--- src/hw/vch_pkg.sv ---
// Purpose: shared constants and types of the two-wire converter-code host
// Assumes: clk_sys at 200 MHz; one master on the bus
// Notes:   bus phase lengths keep the serial clock at 400 kHz or below
package vch_pkg;
  localparam int CLK_MHZ     = 200;
  localparam int CODE_W      = 7;
  localparam int SLOT_NUM    = 30;
  localparam int CNT_W       = 9;
  // serial clock phases and bus free, ns; burn interval, ms
  localparam int SCL_LOW_NS  = 1500;
  localparam int SCL_HIGH_NS = 1000;
  localparam int BUS_FREE_NS = 1300;
  localparam int BURN_MS     = 500;
  // least times round up
  localparam int HALF_CYC    = (SCL_LOW_NS * CLK_MHZ + 1999) / 2000;
  localparam int HIGH_CYC    = (SCL_HIGH_NS * CLK_MHZ + 999) / 1000;
  localparam int BUF_CYC     = (BUS_FREE_NS * CLK_MHZ + 999) / 1000;
  localparam int BURN_CYC    = BURN_MS * CLK_MHZ * 1000;
  // address byte
  localparam logic [6:0] DEV_ADDR = 7'h4F;
  localparam logic       DIR_WR   = 1'h0;
  localparam logic       DIR_RD   = 1'h1;
  // data byte target bit
  localparam logic       TGT_FUSE = 1'h0;
  localparam logic       TGT_LIVE = 1'h1;
  // user commands
  localparam logic [1:0] CMD_LIVE = 2'h0;
  localparam logic [1:0] CMD_BURN = 2'h1;
  localparam logic [1:0] CMD_READ = 2'h2;
  localparam logic [3:0] ACK_BIT  = 4'h8;
  localparam logic [4:0] SLOT_MAX = 5'h1E;
  typedef enum logic [1:0] {VCH_BOP_START, VCH_BOP_BIT, VCH_BOP_STOP} vch_bop_t;
endpackage

--- src/hw/vch_bit_if.sv ---
// Purpose: carrier between the byte sequencer and the bit engine
// Assumes: single clock domain
// Notes:   req is a one-cycle pulse; done answers it once
`timescale 1ns/10ps
interface vch_bit_if;
  logic              req;
  vch_pkg::vch_bop_t op;
  logic              wbit;
  logic              sda_in;
  logic              done;
  logic              rbit;
  logic              scl;
  logic              sda_oe;
  modport ctl (output req, op, wbit, sda_in, input done, rbit, scl, sda_oe);
  modport eng (input req, op, wbit, sda_in, output done, rbit, scl, sda_oe);
endinterface

--- src/hw/vch_bit_eng.sv ---
// Purpose: bit-level engine making start, stop and data bit waveforms
// Assumes: sda_in already synchronised; no clock stretching by the slave
// Notes:   pin levels follow the phase one cycle late, which is harmless
`timescale 1ns/10ps
module vch_bit_eng (
  input wire logic clk_sys,
  input wire logic reset,
  vch_bit_if.eng   bus
);
  logic              busy_q;
  vch_pkg::vch_bop_t op_q;
  logic              wbit_q;
  logic [1:0]        ph_q;
  logic [8:0]        cnt_q;
  logic              scl_q;
  logic              oe_q;
  logic              done_q;
  logic              rbit_q;
  logic [8:0]        dur;
  logic              scl_n;
  logic              low_n;

  always_comb begin
    dur   = 9'(vch_pkg::HALF_CYC);
    scl_n = 1'b1;
    low_n = 1'b0;
    case (op_q)
      // start: sda falls with scl high
      vch_pkg::VCH_BOP_START: begin
        scl_n = (ph_q != 2'h2);
        low_n = (ph_q != 2'h0);
        if (ph_q == 2'h1) begin
          dur = 9'(vch_pkg::HIGH_CYC);
        end
      end
      // one bit per clock, sda steady while high
      vch_pkg::VCH_BOP_BIT: begin
        scl_n = (ph_q == 2'h1);
        low_n = ~wbit_q;
        if (ph_q == 2'h1) begin
          dur = 9'(vch_pkg::HIGH_CYC);
        end
      end
      // stop: sda rises with scl high, then bus free
      vch_pkg::VCH_BOP_STOP: begin
        scl_n = (ph_q != 2'h0);
        low_n = (ph_q != 2'h2);
        if (ph_q == 2'h1) begin
          dur = 9'(vch_pkg::HIGH_CYC);
        end else if (ph_q == 2'h2) begin
          dur = 9'(vch_pkg::BUF_CYC);
        end
      end
      default: begin
        scl_n = 1'b1;
        low_n = 1'b0;
      end
    endcase
  end

  always_ff @(posedge clk_sys) begin
    if (reset) begin
      busy_q <= 1'b0;
      op_q   <= vch_pkg::VCH_BOP_STOP;
      wbit_q <= 1'b1;
      ph_q   <= 2'h0;
      cnt_q  <= 9'h000;
      done_q <= 1'b0;
      rbit_q <= 1'b1;
    end else begin
      done_q <= 1'b0;
      if (!busy_q && bus.req) begin
        busy_q <= 1'b1;
        op_q   <= bus.op;
        wbit_q <= bus.wbit;
        ph_q   <= 2'h0;
        cnt_q  <= 9'h000;
      end else if (busy_q) begin
        if (cnt_q == dur - 9'h001) begin
          cnt_q <= 9'h000;
          if (ph_q == 2'h1) begin
            rbit_q <= bus.sda_in;
          end
          if (ph_q == 2'h2) begin
            busy_q <= 1'b0;
            done_q <= 1'b1;
          end else begin
            ph_q <= ph_q + 2'h1;
          end
        end else begin
          cnt_q <= cnt_q + 9'h001;
        end
      end
    end
  end

  // the master alone makes the clock
  always_ff @(posedge clk_sys) begin
    if (reset) begin
      scl_q <= 1'b1;
      oe_q  <= 1'b0;
    end else if (busy_q) begin
      scl_q <= scl_n;
      oe_q  <= low_n;
    end
  end

  assign bus.done   = done_q;
  assign bus.rbit   = rbit_q;
  assign bus.scl    = scl_q;
  assign bus.sda_oe = oe_q;
endmodule

--- src/hw/vch_host.sv ---
// Purpose: two-wire bus master that sets, burns and reads a 7-bit converter code
// Assumes: one command at a time; device at fixed address; single master
// Notes:   burn commands stall in a hold state while the burn interval runs
//
// Operation
// - host waits 500 ms after an accepted burn before the next burn
// - serial clock stays at or below 400 kHz
// - master drives the clock and starts every transfer
// - each transfer is start, address, data, stop, or start, address, stop when the address is not acknowledged
// - 8-bit words each followed by an acknowledge clock
// - read: address, then nine clocks while slave shifts data out
// - master reads a single byte and ends with not-acknowledge and stop
// - one bit per clock, sda stable while clock is high
// - both lines released high while idle
// - master never stops in the same high pulse as the start
// - first byte is 7-bit address then direction, 1 read
`timescale 1ns/10ps
module vch_host #(
  parameter int BURN_CYC = vch_pkg::BURN_CYC
) (
  input  wire logic       clk_sys,
  input  wire logic       reset,
  input  wire logic       cmd_valid,
  output logic            cmd_ready,
  input  wire logic [1:0] cmd_op,
  input  wire logic [6:0] cmd_code,
  output logic            rsp_valid,
  output logic            rsp_ack,
  output logic [6:0]      rsp_code,
  output logic            burn_wait,
  output logic [4:0]      burn_count,
  output logic            scl,
  input  wire logic       sda_i,
  output logic            sda_o,
  output logic            sda_oe
);
  localparam int TW = $clog2(BURN_CYC + 1);

  typedef enum logic [2:0] {
    ST_IDLE, ST_HOLD, ST_START, ST_ADDR, ST_WDATA, ST_RDATA, ST_STOP, ST_RESP
  } vch_st_t;

  vch_bit_if bus ();

  vch_st_t           st_q;
  logic [1:0]        op_q;
  logic [6:0]        code_q;
  logic [7:0]        shift_q;
  logic [3:0]        bitn_q;
  logic              ack_ok_q;
  logic              issued_q;
  logic              req_q;
  vch_pkg::vch_bop_t bop_q;
  logic              wbit_q;
  logic              ready_q;
  logic              rsp_valid_q;
  logic              rsp_ack_q;
  logic [6:0]        rsp_code_q;
  logic [TW-1:0]     wait_q;
  logic              wait_busy_q;
  logic [4:0]        slots_q;
  logic              sda_m_q;
  logic              sda_s_q;
  logic              sda_o_q;
  vch_pkg::vch_bop_t bop_d;
  logic              wbit_d;
  logic              burn_go;

  // two flops before the pin is used
  always_ff @(posedge clk_sys) begin
    if (reset) begin
      sda_m_q <= 1'b1;
      sda_s_q <= 1'b1;
    end else begin
      sda_m_q <= sda_i;
      sda_s_q <= sda_m_q;
    end
  end

  // open drain: only ever drive low
  always_ff @(posedge clk_sys) begin
    sda_o_q <= 1'b0;
  end

  always_comb begin
    bop_d  = vch_pkg::VCH_BOP_BIT;
    wbit_d = 1'b1;
    case (st_q)
      ST_START: begin
        bop_d = vch_pkg::VCH_BOP_START;
      end
      // eight bits then a released acknowledge bit
      ST_ADDR, ST_WDATA: begin
        wbit_d = (bitn_q == vch_pkg::ACK_BIT) ? 1'b1 : shift_q[7];
      end
      // release during data and on the ninth clock
      ST_RDATA: begin
        wbit_d = 1'b1;
      end
      ST_STOP: begin
        bop_d = vch_pkg::VCH_BOP_STOP;
      end
      default: begin
        wbit_d = 1'b1;
      end
    endcase
  end

  assign burn_go = (st_q == ST_WDATA) && issued_q && bus.done &&
                   (bitn_q == vch_pkg::ACK_BIT) && !bus.rbit && (op_q == vch_pkg::CMD_BURN);

  always_ff @(posedge clk_sys) begin
    if (reset) begin
      st_q        <= ST_IDLE;
      op_q        <= vch_pkg::CMD_LIVE;
      code_q      <= 7'h00;
      shift_q     <= 8'hFF;
      bitn_q      <= 4'h0;
      ack_ok_q    <= 1'b0;
      issued_q    <= 1'b0;
      req_q       <= 1'b0;
      bop_q       <= vch_pkg::VCH_BOP_STOP;
      wbit_q      <= 1'b1;
      ready_q     <= 1'b0;
      rsp_valid_q <= 1'b0;
      rsp_ack_q   <= 1'b0;
      rsp_code_q  <= 7'h00;
    end else begin
      req_q       <= 1'b0;
      rsp_valid_q <= 1'b0;
      if (st_q != ST_IDLE && st_q != ST_HOLD && st_q != ST_RESP && !issued_q) begin
        req_q    <= 1'b1;
        issued_q <= 1'b1;
        bop_q    <= bop_d;
        wbit_q   <= wbit_d;
      end
      case (st_q)
        ST_IDLE: begin
          ready_q <= 1'b1;
          if (cmd_valid && ready_q) begin
            ready_q <= 1'b0;
            op_q    <= cmd_op;
            code_q  <= cmd_code;
            st_q    <= ST_HOLD;
          end
        end
        // no burn until the interval has run out
        ST_HOLD: begin
          if (!(op_q == vch_pkg::CMD_BURN && wait_busy_q)) begin
            st_q <= ST_START;
          end
        end
        ST_START: begin
          if (issued_q && bus.done) begin
            issued_q <= 1'b0;
            shift_q  <= {vch_pkg::DEV_ADDR,
                         (op_q == vch_pkg::CMD_READ) ? vch_pkg::DIR_RD : vch_pkg::DIR_WR};
            bitn_q   <= 4'h0;
            ack_ok_q <= 1'b1;
            st_q     <= ST_ADDR;
          end
        end
        ST_ADDR, ST_WDATA: begin
          if (issued_q && bus.done) begin
            issued_q <= 1'b0;
            if (bitn_q == vch_pkg::ACK_BIT) begin
              bitn_q <= 4'h0;
              // low on the ninth clock means acknowledged
              if (bus.rbit) begin
                ack_ok_q <= 1'b0;
                st_q     <= ST_STOP;
              end else if (st_q == ST_WDATA) begin
                st_q <= ST_STOP;
              end else if (op_q == vch_pkg::CMD_READ) begin
                st_q <= ST_RDATA;
              end else begin
                // code in upper bits, target in bit 0
                shift_q <= {code_q,
                            (op_q == vch_pkg::CMD_BURN) ? vch_pkg::TGT_FUSE : vch_pkg::TGT_LIVE};
                st_q    <= ST_WDATA;
              end
            end else begin
              shift_q <= {shift_q[6:0], 1'b1};
              bitn_q  <= bitn_q + 4'h1;
            end
          end
        end
        // nine clocks: eight data, one not-acknowledge
        ST_RDATA: begin
          if (issued_q && bus.done) begin
            issued_q <= 1'b0;
            if (bitn_q == vch_pkg::ACK_BIT) begin
              // keep upper seven, drop undefined low bit
              rsp_code_q <= shift_q[7:1];
              st_q       <= ST_STOP;
            end else begin
              shift_q <= {shift_q[6:0], bus.rbit};
              bitn_q  <= bitn_q + 4'h1;
            end
          end
        end
        // stop only after at least one full byte clocked
        ST_STOP: begin
          if (issued_q && bus.done) begin
            issued_q <= 1'b0;
            st_q     <= ST_RESP;
          end
        end
        ST_RESP: begin
          rsp_valid_q <= 1'b1;
          rsp_ack_q   <= ack_ok_q;
          st_q        <= ST_IDLE;
        end
        default: begin
          st_q <= ST_IDLE;
        end
      endcase
    end
  end

  // burn interval starts on an acknowledged burn byte
  always_ff @(posedge clk_sys) begin
    if (reset) begin
      wait_q      <= '0;
      wait_busy_q <= 1'b0;
    end else if (burn_go) begin
      wait_q      <= TW'(BURN_CYC - 1);
      wait_busy_q <= 1'b1;
    end else if (wait_q != '0) begin
      wait_q <= wait_q - TW'(1);
    end else begin
      wait_busy_q <= 1'b0;
    end
  end

  // slots used as seen from this side, saturating at the device limit
  always_ff @(posedge clk_sys) begin
    if (reset) begin
      slots_q <= 5'h00;
    end else if (burn_go && slots_q != vch_pkg::SLOT_MAX) begin
      slots_q <= slots_q + 5'h01;
    end
  end

  assign bus.req    = req_q;
  assign bus.op     = bop_q;
  assign bus.wbit   = wbit_q;
  assign bus.sda_in = sda_s_q;

  // phase lengths keep the clock at or below 400 kHz
  vch_bit_eng u_eng (
    .clk_sys (clk_sys),
    .reset   (reset),
    .bus     (bus.eng)
  );

  assign cmd_ready  = ready_q;
  assign rsp_valid  = rsp_valid_q;
  assign rsp_ack    = rsp_ack_q;
  assign rsp_code   = rsp_code_q;
  assign burn_wait  = wait_busy_q;
  assign burn_count = slots_q;
  assign scl        = bus.scl;
  assign sda_o      = sda_o_q;
  assign sda_oe     = bus.sda_oe;
endmodule

--- config.mk ---
export PLATFORM = sky130hd
export DESIGN_NAME = vch_host
export DESIGN_NICKNAME = d
export VERILOG_FILES = /design/src/hw/vch_pkg.sv /design/src/hw/vch_bit_if.sv /design/src/hw/vch_bit_eng.sv /design/src/hw/vch_host.sv
export SDC_FILE = /design/constraint.sdc
export NUM_CORES = 1
export LEC_CHECK = 0
export ABC_AREA = 1
export BUFFER_PORTS_ARGS = -buffer_cell sky130_fd_sc_hd__buf_4
export CAP_MARGIN = 20
export CORE_UTILIZATION = 56
export DETAILED_ROUTE_END_ITERATION = 12
export PLACE_DENSITY_LB_ADDON = 0.15
export SETUP_SLACK_MARGIN = 0.15
export SKIP_CTS_REPAIR_TIMING = 1
export SLEW_MARGIN = 20
export SYNTH_ARGS = -nofsm -noshare
export SYNTH_HDL_FRONTEND = slang
export SYNTH_SLANG_ARGS = --single-unit
--- constraint.sdc ---
create_clock -name clk_sys -period 3.3 [get_ports clk_sys]
set_clock_uncertainty 0.15 [all_clocks]
set_input_delay 0.495 -clock clk_sys [delete_from_list [all_inputs] [get_ports clk_sys]]
set_output_delay 0.495 -clock clk_sys [all_outputs]
set_load 0.02 [all_outputs]
; Yosys cells after proc, flatten, opt, wreduce, memory -nomap -nowiden
; Cells that the tools add are included.
[op_classes]
n_bitwise = 5
muxes = 59
multipliers = 0
n_div = 0
shifts = 0
n_addsub = 6
n_reduce_logical = 38
magnitude_cmp = 0
n_eq_ne = 33
[op_table]
columns = op, n
row1 = $mux 8, 8
row2 = $mux 27, 2
row3 = $mux 9, 3
row4 = $reduce_bool 27->1, 1
row5 = $sub 27x1->27 const B, 1
row6 = $mux 3, 8
row7 = $pmux 8 s3, 1
row8 = $mux 1, 22
row9 = $ne 2x2->1 const B, 11
row10 = $pmux 3 s7, 1
row11 = $mux 4, 5
row12 = $pmux 9 s2, 1
row13 = $reduce_and 8->1, 2
row14 = $logic_and 1x1->1, 13
row15 = $eq 3x3->1 const B, 4
row16 = $ne 3x3->1 const B, 4
row17 = $pmux 4 s3, 1
row18 = $reduce_and 5->1, 2
row19 = $add 9x1->9 const B, 1
row20 = $eq 9x9->1, 1
row21 = $sub 9x1->9 const B, 1
row22 = $reduce_or 2->1, 4
row23 = $mux 7, 1
row24 = $eq 2x1->1 const B, 3
row25 = 25 further kinds, 40
[totals]
mem_bits_rw = 0
n_memories = 0
romBits = 0
in_bits = 13
latch_bits = 0
out_inout_bits = 19
ff_bits = 94

; Depth between registers and ports, before layout
[depth]
word_depth = 9
ltp_mapped = 16

; By module
; From an unflattened synthesis, not the netlist that was laid out.
[hier_totals]
hier_cells = 727
hier_area_um2 = 4973.5
[by_module_without_submodules]
columns = module, cells_per_inst, instances, area_per_inst_um2
row1 = vch_host, 555, 1, 3767.4
row2 = vch_bit_eng, 172, 1, 1206.2

; Worst setup path before layout
; OpenSTA, ideal clock, no wires.
[synth_path]
path_type = register to register
from = register u_eng.ph_q[0]
to = register u_eng.cnt_q[2]
arrival_ps = 2061
setup_slack_ps = 970
stages_incl_launch_ff = 16
n_path_buf = 0
cell_sequence = dfxtp_1 inv_1 ha_1 nand3_1 nand2_2 ha_1 nand2_1 nand2_1 nor2_1 nand3_1 nor2_2 nand3_2 nor2_4 nand2_1 nand2_2 nor3_2
[synth_between]
elab_chain_len = 7
elab_cells_between_ends = 9
classes_between = add/sub: 1 / eq/ne: 3 / mux: 5
[synth_rtl]
columns = item, line_no
row1 = "start, declared", vch_bit_eng.sv:13  ; logic [1:0] ph_q;
row2 = "start signal, assigned", vch_bit_eng.sv:88  ; ph_q <= ph_q + 2'h1;
row3 = $eq 2x2->1, vch_bit_eng.sv:50  ; end else if (ph_q == 2'h2) begin
row4 = $mux 9, vch_bit_eng.sv:50
row5 = $mux 9, vch_bit_eng.sv:48  ; if (ph_q == 2'h1) begin
row6 = $pmux 9 s2 (*), vch_bit_eng.sv:27  ; case (op_q)
row7 = $sub 9x1->9 (*), vch_bit_eng.sv:79  ; if (cnt_q == dur - 9'h001) begin
row8 = $eq 9x9->1 (*), vch_bit_eng.sv:79
row9 = $mux 9 (*), vch_bit_eng.sv:79
row10 = "end signal, assigned", vch_bit_eng.sv:91  ; cnt_q <= cnt_q + 9'h001;
row11 = "end, declared", vch_bit_eng.sv:14  ; logic [8:0] cnt_q;
; Mark *: on every way between the ends. The rest lies on a longest branch, timed or not.
; A chain may end at the register's enable or synchronous reset.

; Worst setup path after layout
[layout_path]
from = register u_eng.ph_q[0]
to = register u_eng.cnt_q[6]
; Same word-level chain as after synthesis.

==> impl_metrics.toml <==
[detailed_routing]
first_iter_violations = 151
wl_mm = 10.6
vias = 4364
via_per_inst = 5.40
post-route-drc-count = 0
drt-pass1-iter-count = 7
ant_nets = 0
wl_per_cell_um = 13.1

[setup_path]
path_max_fanout = 7
reg2reg_depth = 15
arrival_ns = 2.73
end_kind = "flop"
cp.required_ns = 3.41
crit_type = "flop to flop"
cp-start-kind = "flop"

[global_routing]
grt_overflow = 0
grt_pass1_vias = 3977
grt_antenna_before_repair = 0
grt_pass1_wl_mm = 18.0
grtUsageTotal_pct = 25.5
grt_max_degree = 40

[synthesis]
syn_inst = 668
avgSynthCellArea_um2 = 7.15
synth_cell_types = 46
synthesis.nets = 693
syn_area_um2 = 4770
synth_seq_cells = 94
async_flop_share_pct = 0
ys.flop_type = "dfxtp_1"
ys_warn_count = 0
synth_seq_area_share_pct = 39.4
synth_edf_count = 0

[cells_and_area]
post-route-util_pct = 64.2
syn_to_final_growth_pct = 10.4
nNetsFinal = 724
n_antenna_cell = 0
post_route_cells_drive_above_1_share_pct = 12.5
post_layout_nonfiller_instances = 808
final_common_cell = "nor2_1"
layout_common_cells = "nor2_1, inv_1, dfxtp_1"

[sta]
tns_ns = 0
max_freq_ghz = 0.382
hold_viol = 0
hold_slack_ns = 0.156
rsz0062_at_grt = "false"
post-route-period-util_pct = 79.3
slew_headroom_pct = 62.8
min_period_ns = 2.62
slew_viol_final = 0
tightest_slew_ns = 0.555
setup_viol = 0

[place]
dpl.hpwl_mm = 7.88
place_inst = 793
gp_congestion = 0.912
io_buffers = 30

[clock_tree]
numCtsBuffers = 9
clk_latency_ns = 0.37
cts_sinks = 94
htree_levels = 3
cts_tree = "done"
cts_buffer_depth = 2
cts-root-buf = "clkbuf_8"
clkTransAtPathRegs_ns = 0.09

[floorplanning]
pin_count = 32
die_area_um2 = 8900
start_util_pct = 58.1
die_w_um = 94.3
rows = 33
die_y_um = 94.3
core_um2 = 8220

[power_and_ir_drop]
peakVddDrop_v = 0.000341
power_leakage_nw = 2.32
power_density_nw_per_um2 = 698

[flow_run]
max_cap_viol_count = 0

[run_status]
outcome = "finished, final reports clean"

[hold_path]
min_path_cells = 2
hold_class = "input port to flop"
## cells by family (layout without fill, tap and decap cells)
family	Yosys count	in the layout	synth area share [%]
AO/OA/AOI/OAI	131	131	15.1
XOR/XNOR	20	20	3.67
AND/OR/NAND/NOR	299	299	29.6
flip-flops	94	94	39.4
adder cells (fa/ha/maj)	12	12	3.15
other	1	1	0.0786
buffers and inverters	111	146	8.99
## sequential cells by signal, indices dropped and copies added, names as in the netlist, 2 cells and up
register and cells:
wait_q 27, u_eng.cnt_q 9, u_eng.ph_q 2, bitn_q 4, rsp_code 7, code_q 7, shift_q 8, op_q 2
burn_count 5, u_eng.op_q 2, bop_q 2, st_q 3
## cell type report
type                    instances  area (µm²)
clock inverters                 5        42.5
well taps                     105         131
inverters                      98         368
clock buffers                  10         138
fillers                       759        2950
multi-input cells             463        2460
repair buffers                 33         248
flip-flops and latches         94        1880
## Yosys cell counts, types with 2 or more instances
cell type	number	area [µm²]
o31ai_1	2	15.0
a21oi_1	56	280
buf_1	2	7.51
nand2_1	91	342
inv_1	94	353
o211ai_1	3	22.5
o21ai_0	46	230
xor2_1	15	131
nand3b_1	2	15.0
clkbuf_1	8	30.0
a211oi_1	6	45.0
nand4_1	15	93.8
inv_2	4	15.0
ha_1	12	150
o21ai_1	3	15.0
nor4_1	7	43.8
nand3_2	4	40.0
dfxtp_1	94	1880
a31oi_1	5	31.3
o22ai_1	2	12.5
nor2_1	97	364
or2_2	9	56.3
xnor2_1	5	43.8
nand3_1	41	205
nand2_2	8	50.1
a31o_2	2	17.5
nor2_2	3	18.8
nor3_1	11	55.1
nor2_4	4	45.0
## power by group
| group | switching [mW] | total, mW | internal, mW |
|---|---|---|---|
| logic | 0.958 | 1.49 | 0.534 |
| clock network | 0.416 | 0.714 | 0.298 |
| registers | 0.153 | 1.48 | 1.32 |
## stage by stage
step	total power, mW	setup WS [ns]	instance area, µm²
after global placement	2.93	0.821	5090
after global routing	3.99	0.486	5270
after CTS	3.68	0.684	5270
after detailed placement	2.97	0.708	5090
after floorplan	2.62	0.970	4770
final	3.68	0.683	5270
## critical path, cell delays in order, from the launching register on
cell     delay (ns)
dfxtp_1        0.39
inv_1          0.11
ha_1           0.33
nand3_1        0.13
nand2_2        0.10
ha_1           0.31
nand2_1        0.07
nand2_1        0.04
nor2_1         0.08
nand3_1        0.09
nor2_2         0.12
nand3_2        0.09
nor2_4         0.18
nand2_1        0.09
nand2_2        0.14
nor2_1         0.07
## final timing paths
path	from	to	slack, ns
worst max-delay path	u_eng.ph_q[0]$_SDFFE_PP0P_	u_eng.cnt_q[6]$_SDFFE_PP0P_	0.68
worst min-delay path	sda_i	sda_m_q$_SDFF_PP1_	0.16
worst max register to register	u_eng.ph_q[0]$_SDFFE_PP0P_	u_eng.cnt_q[6]$_SDFFE_PP0P_	0.68
worst min register to register	sda_m_q$_SDFF_PP1_	bus.sda_in$_SDFF_PP1_	0.27
## layer usage
metal	GRT usage, %	share of wire (%)	wire length (µm)
met1	32.9	47	4950
met2	44.0	47	4960
met3	4.13	5.0	528
met4	6.92	1.2	122
met5	0	0	0
No activity file was read; power rests on OpenSTA's default activity.
